File: src/common/rtc_tod_defines.svh
// constants of the time-of-day column block: register indices, field masks,
// wrap values and timing; included by the package and the design files.
// Behaviour
// - seconds: BCD bits 6-0, 00-59, bit7 zero
// - seconds register exists only on clock page
// - minutes: BCD bits 6-0, 00-59, bit7 zero
// - minutes present on clock and alarm pages
// - hours on both pages, bits 7-6 zero
// - format select 1: 24-hour BCD 00-23
// - format select 0: bit5 PM, BCD 0-11
// - page bit steers shared column addresses
`ifndef RTC_TOD_DEFINES_SVH
`define RTC_TOD_DEFINES_SVH

// register indices; byte address is four times the index
`define RTC_IDX_SEC 4'h0
`define RTC_IDX_MIN 4'h1
`define RTC_IDX_HOUR 4'h2
`define RTC_IDX_FMT 4'h6
`define RTC_IDX_PAGE 4'h8

// field widths and masks
`define RTC_SEC_W 7
`define RTC_MIN_W 7
`define RTC_HOUR_W 6
`define RTC_MINSEC_MAX 7'h59
`define RTC_HOUR24_MAX 6'h23
`define RTC_HOUR12_MAX 5'h11
`define RTC_HOUR12_WRAP 6'h31
`define RTC_PM_BIT 5

// control bit positions in the page and format registers
`define RTC_PAGE_SEL_BIT 0
`define RTC_RUN_BIT 3
`define RTC_FMT_BIT 0

// reset values
`define RTC_TIME_RST 8'h00
`define RTC_FMT_RST 1'b0
`define RTC_CTRL_RST 1'b0

// timing: one-second tick from a 4 ns clock
`define RTC_TICK_NS 1000000000
`define RTC_CLK_NS 4
`define RTC_DIV_W 28

`endif

File: src/common/rtc_tod_pkg.sv
// types and helpers shared by the time-of-day block and its field counter.
// assumes the defines header sits beside it on the include path.
`include "rtc_tod_defines.svh"
package rtc_tod_pkg;

	// one bus request as seen by the register decoder
	typedef struct packed {
		logic [3:0] idx;
		logic aligned;
		logic we;
		logic lane0;
		logic [7:0] dat;
	} wb_req_t;

	// the running time, one BCD field each
	typedef struct packed {
		logic [`RTC_HOUR_W-1:0] hour;
		logic [`RTC_MIN_W-1:0] min;
		logic [`RTC_SEC_W-1:0] sec;
	} tod_t;

	// bcd increment of two digits; caller handles the wrap value
	function automatic logic [7:0] bcd_inc(input logic [7:0] v);
		logic [7:0] r;
		r = v + 8'h01;
		if (v[3:0] == 4'h9) begin
			r = {v[7:4] + 4'h1, 4'h0};
		end
		return r;
	endfunction

endpackage

File: src/design/bcd_field_counter.sv
// one BCD minute or second field: loads from software, steps on inc_i.
// assumes load and inc come from the same clock; load wins over a step.
`timescale 1ns/10ps
`include "rtc_tod_defines.svh"
module bcd_field_counter #(
	parameter int W = 7,
	parameter logic [6:0] MAXV = `RTC_MINSEC_MAX
) (
	input wire logic clk_i,
	input wire logic rst_i,
	input wire logic load_i,
	input wire logic [W-1:0] load_val_i,
	input wire logic inc_i,
	output logic [W-1:0] val_o,
	output logic wrap_o
);

	logic [W-1:0] val_r; // current field value
	logic [7:0] stepped; // value after one bcd step
	logic [W-1:0] val_nxt;

	assign stepped = rtc_tod_pkg::bcd_inc({{(8-W){1'b0}}, val_r});
	assign wrap_o = inc_i && (val_r == MAXV[W-1:0]);
	// a software load in the tick cycle wins, so a set time is never lost
	assign val_nxt = load_i ? load_val_i :
		wrap_o ? '0 :
		inc_i ? stepped[W-1:0] : val_r;

	// field register
	always_ff @(posedge clk_i) begin
		if (rst_i) begin
			val_r <= '0;
		end else begin
			val_r <= val_nxt;
		end
	end

	assign val_o = val_r;

endmodule

File: src/design/rtc_tod_fields.sv
// time-of-day column registers: seconds, minutes and hours on the clock
// page, minutes and hours on the alarm page, behind a classic wishbone slave.
// assumes a 250 MHz clock; the one-second tick is divided down from it.
//
// Our own choices: the Wishbone register port and the register addresses.
`timescale 1ns/10ps
`include "rtc_tod_defines.svh"
module rtc_tod_fields #(
	parameter int TICK_CYCLES = `RTC_TICK_NS / `RTC_CLK_NS
) (
	input wire logic clk_i,
	input wire logic rst_i,
	input wire logic cyc_i,
	input wire logic stb_i,
	input wire logic we_i,
	input wire logic [5:0] adr_i,
	input wire logic [3:0] sel_i,
	input wire logic [31:0] dat_i,
	output logic [31:0] dat_o,
	output logic ack_o,
	output logic day_carry_o
);

	////////////////////////////////////////////////////////////////////////
	// bus decode

	rtc_tod_pkg::wb_req_t req; // request fields gathered
	logic take; // request accepted this edge
	logic wr; // write accepted this edge
	logic hit_sec, hit_min, hit_hour, hit_fmt, hit_page;

	assign req = '{idx: adr_i[5:2], aligned: (adr_i[1:0] == 2'h0), we: we_i,
		lane0: sel_i[0], dat: dat_i[7:0]};
	assign take = cyc_i && stb_i && !ack_o;
	assign wr = take && req.we && req.lane0;
	// address decode; unaligned addresses hit nothing
	assign hit_sec = req.aligned && (req.idx == `RTC_IDX_SEC);
	assign hit_min = req.aligned && (req.idx == `RTC_IDX_MIN);
	assign hit_hour = req.aligned && (req.idx == `RTC_IDX_HOUR);
	assign hit_fmt = req.aligned && (req.idx == `RTC_IDX_FMT);
	assign hit_page = req.aligned && (req.idx == `RTC_IDX_PAGE);

	////////////////////////////////////////////////////////////////////////
	// control state

	logic page_r; // 0 clock page, 1 alarm page
	logic run_r; // clock running
	logic fmt24_r; // 1 selects 24-hour form
	logic [`RTC_MIN_W-1:0] alm_min_r; // alarm page minutes
	logic [`RTC_HOUR_W-1:0] alm_hour_r; // alarm page hours
	logic [`RTC_HOUR_W-1:0] hour_r; // clock page hours
	logic [`RTC_DIV_W-1:0] div_r; // tick divider
	logic tick; // one-cycle one-second enable

	// control writes; format register is only reachable on the alarm page
	always_ff @(posedge clk_i) begin
		if (rst_i) begin
			page_r <= `RTC_CTRL_RST;
			run_r <= `RTC_CTRL_RST;
			fmt24_r <= `RTC_FMT_RST;
		end else begin
			if (wr && hit_page) begin
				page_r <= req.dat[`RTC_PAGE_SEL_BIT];
				run_r <= req.dat[`RTC_RUN_BIT];
			end
			if (wr && hit_fmt && page_r) begin
				fmt24_r <= req.dat[`RTC_FMT_BIT];
			end
		end
	end

	// divider restarts while stopped so the first second after start is whole
	assign tick = run_r && (div_r == `RTC_DIV_W'(TICK_CYCLES - 1));
	always_ff @(posedge clk_i) begin
		if (rst_i || !run_r || tick) begin
			div_r <= '0;
		end else begin
			div_r <= div_r + `RTC_DIV_W'(1);
		end
	end

	////////////////////////////////////////////////////////////////////////
	// clock page counters

	logic [`RTC_SEC_W-1:0] sec_q;
	logic [`RTC_MIN_W-1:0] min_q;
	logic sec_wrap, min_wrap, hour_wrap;
	logic wr_clk; // write aimed at the clock page
	logic [7:0] hour_step; // bcd step of the hour digits
	logic [`RTC_HOUR_W-1:0] hour_inc;

	assign wr_clk = wr && !page_r;

	// seconds exist only on the clock page
	bcd_field_counter #(.W(`RTC_SEC_W), .MAXV(`RTC_MINSEC_MAX)) u_sec (
		.clk_i(clk_i),
		.rst_i(rst_i),
		.load_i(wr_clk && hit_sec),
		.load_val_i(req.dat[`RTC_SEC_W-1:0]),
		.inc_i(tick),
		.val_o(sec_q),
		.wrap_o(sec_wrap)
	);

	bcd_field_counter #(.W(`RTC_MIN_W), .MAXV(`RTC_MINSEC_MAX)) u_min (
		.clk_i(clk_i),
		.rst_i(rst_i),
		.load_i(wr_clk && hit_min),
		.load_val_i(req.dat[`RTC_MIN_W-1:0]),
		.inc_i(sec_wrap),
		.val_o(min_q),
		.wrap_o(min_wrap)
	);

	// hour step: 24-hour wraps 23 to 00, 12-hour wraps 11 to 0 and flips pm
	// both tens bits take part, so 24-hour 19 steps to 20 rather than 00
	assign hour_step = rtc_tod_pkg::bcd_inc({2'h0, hour_r});
	assign hour_wrap = min_wrap && (fmt24_r ? (hour_r == `RTC_HOUR24_MAX) :
		(hour_r == `RTC_HOUR12_WRAP));
	assign hour_inc = fmt24_r ?
		((hour_r == `RTC_HOUR24_MAX) ? 6'h00 : hour_step[5:0]) :
		((hour_r[4:0] == `RTC_HOUR12_MAX) ? {~hour_r[`RTC_PM_BIT], 5'h00} :
		{hour_r[`RTC_PM_BIT], hour_step[4:0]});

	// clock hours; a software write wins over a carry in the same cycle
	always_ff @(posedge clk_i) begin
		if (rst_i) begin
			hour_r <= `RTC_HOUR_W'(`RTC_TIME_RST);
		end else if (wr_clk && hit_hour) begin
			hour_r <= req.dat[`RTC_HOUR_W-1:0];
		end else if (min_wrap) begin
			hour_r <= hour_inc;
		end
	end

	// alarm page minutes and hours; plain storage, same layout as clock page
	always_ff @(posedge clk_i) begin
		if (rst_i) begin
			alm_min_r <= `RTC_MIN_W'(`RTC_TIME_RST);
			alm_hour_r <= `RTC_HOUR_W'(`RTC_TIME_RST);
		end else if (wr && page_r) begin
			if (hit_min) begin
				alm_min_r <= req.dat[`RTC_MIN_W-1:0];
			end
			if (hit_hour) begin
				alm_hour_r <= req.dat[`RTC_HOUR_W-1:0];
			end
		end
	end

	////////////////////////////////////////////////////////////////////////
	// read mux and answer

	logic [7:0] rd_byte; // selected register, unused bits zero
	// reads capture the live counters; a carry between two reads can tear them
	assign rd_byte = hit_sec ? (page_r ? 8'h00 : {1'b0, sec_q}) :
		hit_min ? {1'b0, (page_r ? alm_min_r : min_q)} :
		hit_hour ? {2'h0, (page_r ? alm_hour_r : hour_r)} :
		hit_fmt ? {7'h00, (page_r & fmt24_r)} :
		hit_page ? {4'h0, run_r, 2'h0, page_r} : 8'h00;

	// one-cycle ack after each request; unmapped reads return zero
	always_ff @(posedge clk_i) begin
		if (rst_i) begin
			ack_o <= 1'b0;
			dat_o <= '0;
			day_carry_o <= 1'b0;
		end else begin
			ack_o <= take;
			if (take && !req.we) begin
				dat_o <= {24'h000000, rd_byte};
			end
			day_carry_o <= hour_wrap;
		end
	end
endmodule

File: config.mk
export PLATFORM = sky130hd
export DESIGN_NAME = rtc_tod_fields
export DESIGN_NICKNAME = d
export VERILOG_FILES = /design/src/common/rtc_tod_pkg.sv /design/src/design/bcd_field_counter.sv /design/src/design/rtc_tod_fields.sv
export VERILOG_INCLUDE_DIRS = /design/src /design/src/common
export SDC_FILE = /design/constraint.sdc
export NUM_CORES = 1
export LEC_CHECK = 0
export BUFFER_PORTS_ARGS = -buffer_cell sky130_fd_sc_hd__buf_4
export CORE_MARGIN = 2
export CORE_UTILIZATION = 25
export DETAILED_ROUTE_END_ITERATION = 8
export PLACE_DENSITY = 0.51
export SLEW_MARGIN = 20
export SYNTH_ARGS = -nofsm -noshare
export SYNTH_HDL_FRONTEND = slang
export SYNTH_SLANG_ARGS = --single-unit
File: constraint.sdc
create_clock -name clk_i -period 2.53 [get_ports clk_i]
set_input_delay 0.506 -clock clk_i [delete_from_list [all_inputs] [get_ports clk_i]]
set_output_delay 0.506 -clock clk_i [all_outputs]
set_load 0.01 [all_outputs]
==> results.sh, run 1 <==
export IMPL_ys_warn_count=0
export IMPL_cts_tree="done"
export IMPL_grt_pass1_vias=3711
export IMPL_routedWlPerCell_um=14.94
export IMPL_status="finished clean"
export IMPL_grtUsageTotal_pct=13.18
export IMPL_synth_async_reset_ratio_pct=0
export IMPL_path_class="flop to flop"
export IMPL_clockBufferDepth=2
export IMPL_finalCriticalPeriod_ps=2415
export IMPL_coreArea_mm2=0.01670
export IMPL_ir_drop_mv=0.3325
export IMPL_worstMarginPinSlew_ps=768.4
export IMPL_grt_pass1_wl_mm=18.98
export IMPL_hold_path_class="input pin to flop"
export IMPL_chipWidth_um=135.3
export IMPL_final_area_mm2=0.005105
export IMPL_cp_data_required_time_ps=2770
export IMPL_maxCapViolations=0
export IMPL_tns_ps=0
export IMPL_cellLeakagePower_nw=1.672
export IMPL_final_setup_viol_count=0
export IMPL_drt_iter0_drc=217
export IMPL_synth_avg_cell_area_um2=8.082
export IMPL_yosysUniqueCellTypes=60
export IMPL_fin_skew_ps=12.97
export IMPL_fmax_mhz=414.1
export IMPL_cts_root_buf="clkbuf_16"
export IMPL_dieArea_mm2=0.01830
export IMPL_nNetsFinal=625
export IMPL_io_pins=81
export IMPL_wl_mm=11.80
export IMPL_area_growth_pct=18.50
export IMPL_layout_commonest_cell="dfxtp_1"
export IMPL_arrival_ps=2660
export IMPL_power_mw=2.820
export IMPL_synth_edf_count=0
export IMPL_gr_total_overflow=0
export IMPL_min_period_over_period_pct=95.44
export IMPL_grt_start_max_net_pins=29
export IMPL_antenna_found_initial=0
export IMPL_die_h_um=135.3
export IMPL_dp_hpwl_mm=8.628
export IMPL_relSlewSlack_pct=48.30
export IMPL_slew_viol_final=0
export IMPL_crit_path_start_kind="flop"
export IMPL_path_clk_slew_ps=60
export IMPL_start_util_pct=25.79
export IMPL_num_antenna_cells=0
export IMPL_rsz0062_at_grt="no"
export IMPL_via_per_inst=4.972
export IMPL_route_detailed_drc=0
export IMPL_synth_cells=533
export IMPL_drive_above_1_share_pct=12.63
export IMPL_ys_ff_latch=73
export IMPL_place_congestion=0.8495
export IMPL_port_buffers=27
export IMPL_ys_seq_area_share_pct=33.92
export IMPL_ys_dominant_reg_cell="dfxtp_1"
export IMPL_p_per_area_mw_per_mm2=552.5
export IMPL_clock_sinks=73
export IMPL_worstSkewPairLatency_ps=350
export IMPL_dpl_instance_area_mm2=0.004752
export IMPL_ctsResizeCount=0
export IMPL_path_max_fanout=5
export IMPL_end_kind="flop"
export IMPL_hold_buffers=0
export IMPL_syn_area_mm2=0.004308
export IMPL_final_cell_mix="dfxtp_1 (73), nor2_1 (66), nand2_1 (52)"
export IMPL_firstDrtPassIters=5
export IMPL_vias=3928
export IMPL_final_antenna_net_count=0
export IMPL_cts_setup_buffers=0
export IMPL_hold_viol=0
export IMPL_utilization_pct=30.57
export IMPL_row_count=47
export IMPL_cts_htree_levels=3
export IMPL_numCtsBuffers=9
-- cell type report --
cell class	instances	area, um2
well taps	220	275.3
inverters	13	48.80
flip-flops and latches	73	1461
clock inverters	6	112.6
clock buffers	10	239.0
repair buffers	47	365.4
fillers	1794	11600
multi-input cells	421	2603
-- cell usage after synthesis, types with 6 or more instances --
| cell | number | area share (%) |
|---|---|---|
| xnor2_1 | 20 | 4.1 |
| o21ai_0 | 20 | 2.3 |
| nand2_1 | 52 | 4.5 |
| nor2b_1 | 7 | 1.0 |
| nor2_1 | 66 | 5.8 |
| nand4_1 | 11 | 1.6 |
| dfxtp_1 | 73 | 34 |
| clkbuf_1 | 20 | 1.7 |
| or3_1 | 7 | 1.0 |
| nor3_1 | 21 | 2.4 |
| nand3_1 | 21 | 2.4 |
| and2_1 | 9 | 1.3 |
| ha_1 | 13 | 3.8 |
| o211ai_1 | 9 | 1.6 |
| a31oi_1 | 7 | 1.0 |
| inv_1 | 13 | 1.1 |
| nor4_1 | 6 | 0.87 |
| mux2i_1 | 16 | 3.7 |
| o221ai_1 | 6 | 1.2 |
| a21oi_1 | 24 | 2.8 |
| buf_4 | 25 | 4.4 |
| a311oi_1 | 9 | 1.8 |
| xor2_1 | 9 | 1.8 |
-- logic make-up (layout without fill, tap and decap cells) --
group	count (synthesis)	in the layout	share of synthesized area [%]
muxes	17	17	3.979
AOI/OAI and AO/OA	91	91	13.94
buffers and inverters	63	76	7.784
xor gates and xnor gates	29	29	5.896
and+or+nand+nor	246	246	30.61
DFF	73	73	33.92
adders and majority gates	13	13	3.776
other	1	25	0.08705
-- worst max-delay path: stages, from the launching register on --
cell      delay [ps]
dfxtp_1          360
or4b_4           560
nor4_4           380
nand4_1          240
or3b_1           460
o311ai_1         310
-- per-layer routing --
| metal | share of wire, % | global-route usage (%) | up-vias |
|---|---|---|---|
| li1 | - | - | 1935 |
| met3 | 5.5 | 3.367 | 22 |
| met4 | 2.4 | 5.150 | 0 |
| met1 | 46 | 17.65 | 1861 |
| met2 | 46 | 20.30 | 110 |
| met5 | 0 | 0 | - |
-- path summary, 6_finish.rpt --
kind                                     startpoint                         to  slack (ps)  cells past startpoint
worst min-delay path                       dat_i[6]  alm_min_r[6]$_SDFFE_PP0P_         450                      3
worst min register to register  div_r[0]$_SDFF_PP0_        div_r[0]$_SDFF_PP0_         460                      1
worst max register to register  div_r[7]$_SDFF_PP0_     hour_r[4]$_SDFFE_PP0P_         120                      5
worst max-delay path            div_r[7]$_SDFF_PP0_     hour_r[4]$_SDFFE_PP0P_         120                      5
-- report_power, final --
group	internal (mW)	leakage, nW	switching [mW]
clock	0.996	0.173	0.539
sequential	1.16	0.589	0.00408
combinational	0.0439	0.910	0.0815
-- sequential cells by signal, indices dropped and copies added (netlist names) --
register     count
ack_o            1
page_r           1
u_sec.val_o      7
dat_o            7
alm_hour_r       6
alm_min_r        7
u_min.val_o      7
fmt24_r          1
hour_r           6
div_r           28
run_r            1
day_carry_o      1
-- stage by stage --
step           setup WS [ps]  std cells  hold WS [ps]
2_1_floorplan          458.3        557         429.5
3_3_place_gp           237.2        774         443.6
3_5_place_dp           151.5        774         454.7
4_1_cts                136.0        790         434.7
5_1_grt                27.75        790         454.6
6_report               115.3        790         445.9
(Power assumes the default switching activity.)
==> run 2, diff against run 1 <==
--- a/config.mk
+++ b/config.mk
@@ -6,11 +6,12 @@
 export SDC_FILE = /design/constraint.sdc
 export NUM_CORES = 1
 export LEC_CHECK = 0
+export ABC_AREA = 1
 export BUFFER_PORTS_ARGS = -buffer_cell sky130_fd_sc_hd__buf_4
 export CORE_MARGIN = 2
 export CORE_UTILIZATION = 25
 export DETAILED_ROUTE_END_ITERATION = 8
-export PLACE_DENSITY = 0.51
+export PLACE_DENSITY = 0.44
 export SLEW_MARGIN = 20
 export SYNTH_ARGS = -nofsm -noshare
 export SYNTH_HDL_FRONTEND = slang
==> run 2 against run 1 <==
- largest power group unchanged
- global-route usage grew 0.33 points
- critical endpoint is now div_r[4]$_SDFF_PP0_
- synthesized area grew 6.2%
- highest routed layer unchanged
- design area grew 2.8%
- count of clock-buffer cells in the layout grew 4
- worst hold slack gained 16 ps
- utilization shrank 1.3 points
- critical path type unchanged
- setup slack gained 420 ps
- first-iteration DRC count shrank 13%
- fmax grew 21%
- synthesized cell count grew 30%
==> results.sh, run 2 <==
export IMPL_yosysUniqueCellTypes=40
export IMPL_cts_setup_buffers=0
export IMPL_chipWidth_um=139.3
export IMPL_hold_path_class="input pin to flop"
export IMPL_cp_data_required_time_ps=2780
export IMPL_start_util_pct=25.47
export IMPL_dp_slack_ps=485.6
export IMPL_vias=4235
export IMPL_relSlewSlack_pct=56.36
export IMPL_largest_register="div_r"
export IMPL_port_buffers=27
export IMPL_ctsResizeCount=0
export IMPL_worstMarginPinSlew_ps=653.8
export IMPL_ys_seq_area_share_pct=31.94
export IMPL_routedWlPerCell_um=13.02
export IMPL_drt_iter0_drc=188
export IMPL_numCtsBuffers=9
export IMPL_clock_sinks=73
export IMPL_fmax_mhz=500.5
export IMPL_final_antenna_net_count=0
export IMPL_antenna_found_initial=0
export IMPL_synth_top_cell_area_share_pct=31.94
export IMPL_synth_async_reset_ratio_pct=0
export IMPL_final_cell_mix="nand2_1 (161), inv_1 (86), nor2_1 (74)"
export IMPL_gr_total_overflow=0
export IMPL_row_count=49
export IMPL_yosysMostFrequentCell="nand2_1"
export IMPL_grtUsageTotal_pct=13.50
export IMPL_finalCriticalPeriod_ps=1998
export IMPL_final_setup_viol_count=0
export IMPL_ir_drop_mv=0.2788
export IMPL_worstSkewPairLatency_ps=350
export IMPL_wl_mm=12.49
export IMPL_cts_htree_levels=3
export IMPL_fin_ws_ps=531.9
export IMPL_dp_hpwl_mm=9.460
export IMPL_p_per_area_mw_per_mm2=484.9
export IMPL_ys_ff_latch=73
export IMPL_arrival_ps=2250
export IMPL_slew_viol_final=0
export IMPL_grt_pass1_vias=4021
export IMPL_io_pins=81
export IMPL_synth_area_leaders="dfxtp_1 (32%), nand2_1 (13%), inv_1 (7.1%)"
export IMPL_nNetsFinal=785
export IMPL_path_clk_slew_ps=60
export IMPL_num_antenna_cells=0
export IMPL_synth_cells=694
export IMPL_die_h_um=139.3
export IMPL_synth_edf_count=0
export IMPL_yosys_top_cells_count="nand2_1 (161), inv_1 (86), nor2_1 (74)"
export IMPL_maxCapViolations=0
export IMPL_synth_avg_cell_area_um2=6.593
export IMPL_switchingPower_mw=0.5831
export IMPL_crit_path_start_kind="flop"
export IMPL_coreArea_mm2=0.01796
export IMPL_hold_buffers=0
export IMPL_p_int_mw=1.962
export IMPL_status="finished clean"
export IMPL_via_per_inst=4.416
export IMPL_drive_above_1_share_pct=11.23
export IMPL_ys_warn_count=0
export IMPL_ys_dominant_reg_cell="dfxtp_1"
export IMPL_cellLeakagePower_nw=2.182
export IMPL_dieArea_mm2=0.01940
export IMPL_rsz0062_at_grt="no"
export IMPL_yosysTopAreaCell="dfxtp_1"
export IMPL_path_max_fanout=28
export IMPL_fin_skew_ps=7.990
export IMPL_largest_reg_flops=28
export IMPL_clockBufferDepth=2
export IMPL_area_growth_pct=14.71
export IMPL_grt_start_max_net_pins=34
export IMPL_cts_root_buf="clkbuf_16"
export IMPL_cts_tree="done"
export IMPL_layout_commonest_cell="nand2_1"
export IMPL_swShare_pct=22.91
export IMPL_power_frac_comb_pct=4.4
export IMPL_syn_area_mm2=0.004576
export IMPL_tns_ps=0
export IMPL_pwr_share_clk_pct=50.1
export IMPL_end_kind="flop"
export IMPL_power_frac_seq_pct=45.6
export IMPL_grt_pass1_wl_mm=20.77
export IMPL_min_period_over_period_pct=78.98
export IMPL_hold_viol=0
export IMPL_place_congestion=0.8096
export IMPL_path_class="flop to flop"
export IMPL_fillers=2010
export IMPL_route_detailed_drc=0
export IMPL_firstDrtPassIters=4
[run 2: kinds of logic after synthesis]
kind of cell	synth area share [%]
AOI/OAI and AO/OA	13.37
xor gates and xnor gates	2.106
adders and majority gates	3.555
buffers and inverters	12.66
DFF	31.94
other	0.08196
and+or+nand+nor	36.29
[run 2: layout make-up]
type	count	area (um2)	area share (%)
multi-input cells	519	2625	50.01
well taps	229	286.5	5.459
repair buffers	33	247.7	4.720
clock buffers	14	284.0	5.411
clock inverters	2	10.01	0.1907
inverters	89	334.1	6.365
flip-flops and latches	73	1461	27.84
[run 2: path summary, 6_finish.rpt]
check | startpoint | endpoint | slack (ps) | cells after the start
min reg2reg | div_r[0]$_SDFF_PP0_ | div_r[0]$_SDFF_PP0_ | 470 | 1
max | div_r[0]$_SDFF_PP0_ | div_r[4]$_SDFF_PP0_ | 530 | 8
max reg2reg | div_r[0]$_SDFF_PP0_ | div_r[4]$_SDFF_PP0_ | 530 | 8
min | rst_i | hour_r[5]$_SDFFE_PP0P_ | 460 | 2
[run 2: power by group through the flow]
stage          logic [mW]  registers [mW]  clock network (mW)
3_5_place_dp        0.112            1.18                   0
6_report            0.111            1.16                1.27
5_1_grt             0.124            1.16                1.35
4_1_cts             0.113            1.16                1.32
3_3_place_gp        0.113            1.18                   0
2_1_floorplan      0.0799            1.19                   0
[run 2: per-stage QoR]
stage | cells | hold slack (ps) | power, mW | utilization (%) | instance area, um2
after floorplan | 718 | 440.1 | 1.267 | - | 4666
after global placement | 943 | 458.9 | 1.298 | 27.58 | 4955
after detailed placement | 943 | 469.6 | 1.297 | 27.58 | 4955
after CTS | 959 | 461.0 | 2.587 | 29.22 | 5249
after global routing | 959 | 478.0 | 2.637 | 29.22 | 5249
final | 959 | 462.0 | 2.545 | 29.22 | 5249
[run 2: layer usage]
layer | GRT usage, % | part of all wire [%] | up-vias
li1 | - | - | 2267
met1 | 19.26 | 53 | 1892
met2 | 20.36 | 42 | 64
met3 | 1.858 | 2.7 | 12
met4 | 5.742 | 2.0 | 0
met5 | 0 | 0 | -
[run 2: worst max-delay path, stage by stage, from the launching register on]
cell and delay, ps:
dfxtp_1 340, ha_1 240, nand2_2 100, nor2_4 60, nand2_4 90, nor2_4 60
nand2_1 120, nand3_2 520, nor3b_1 370
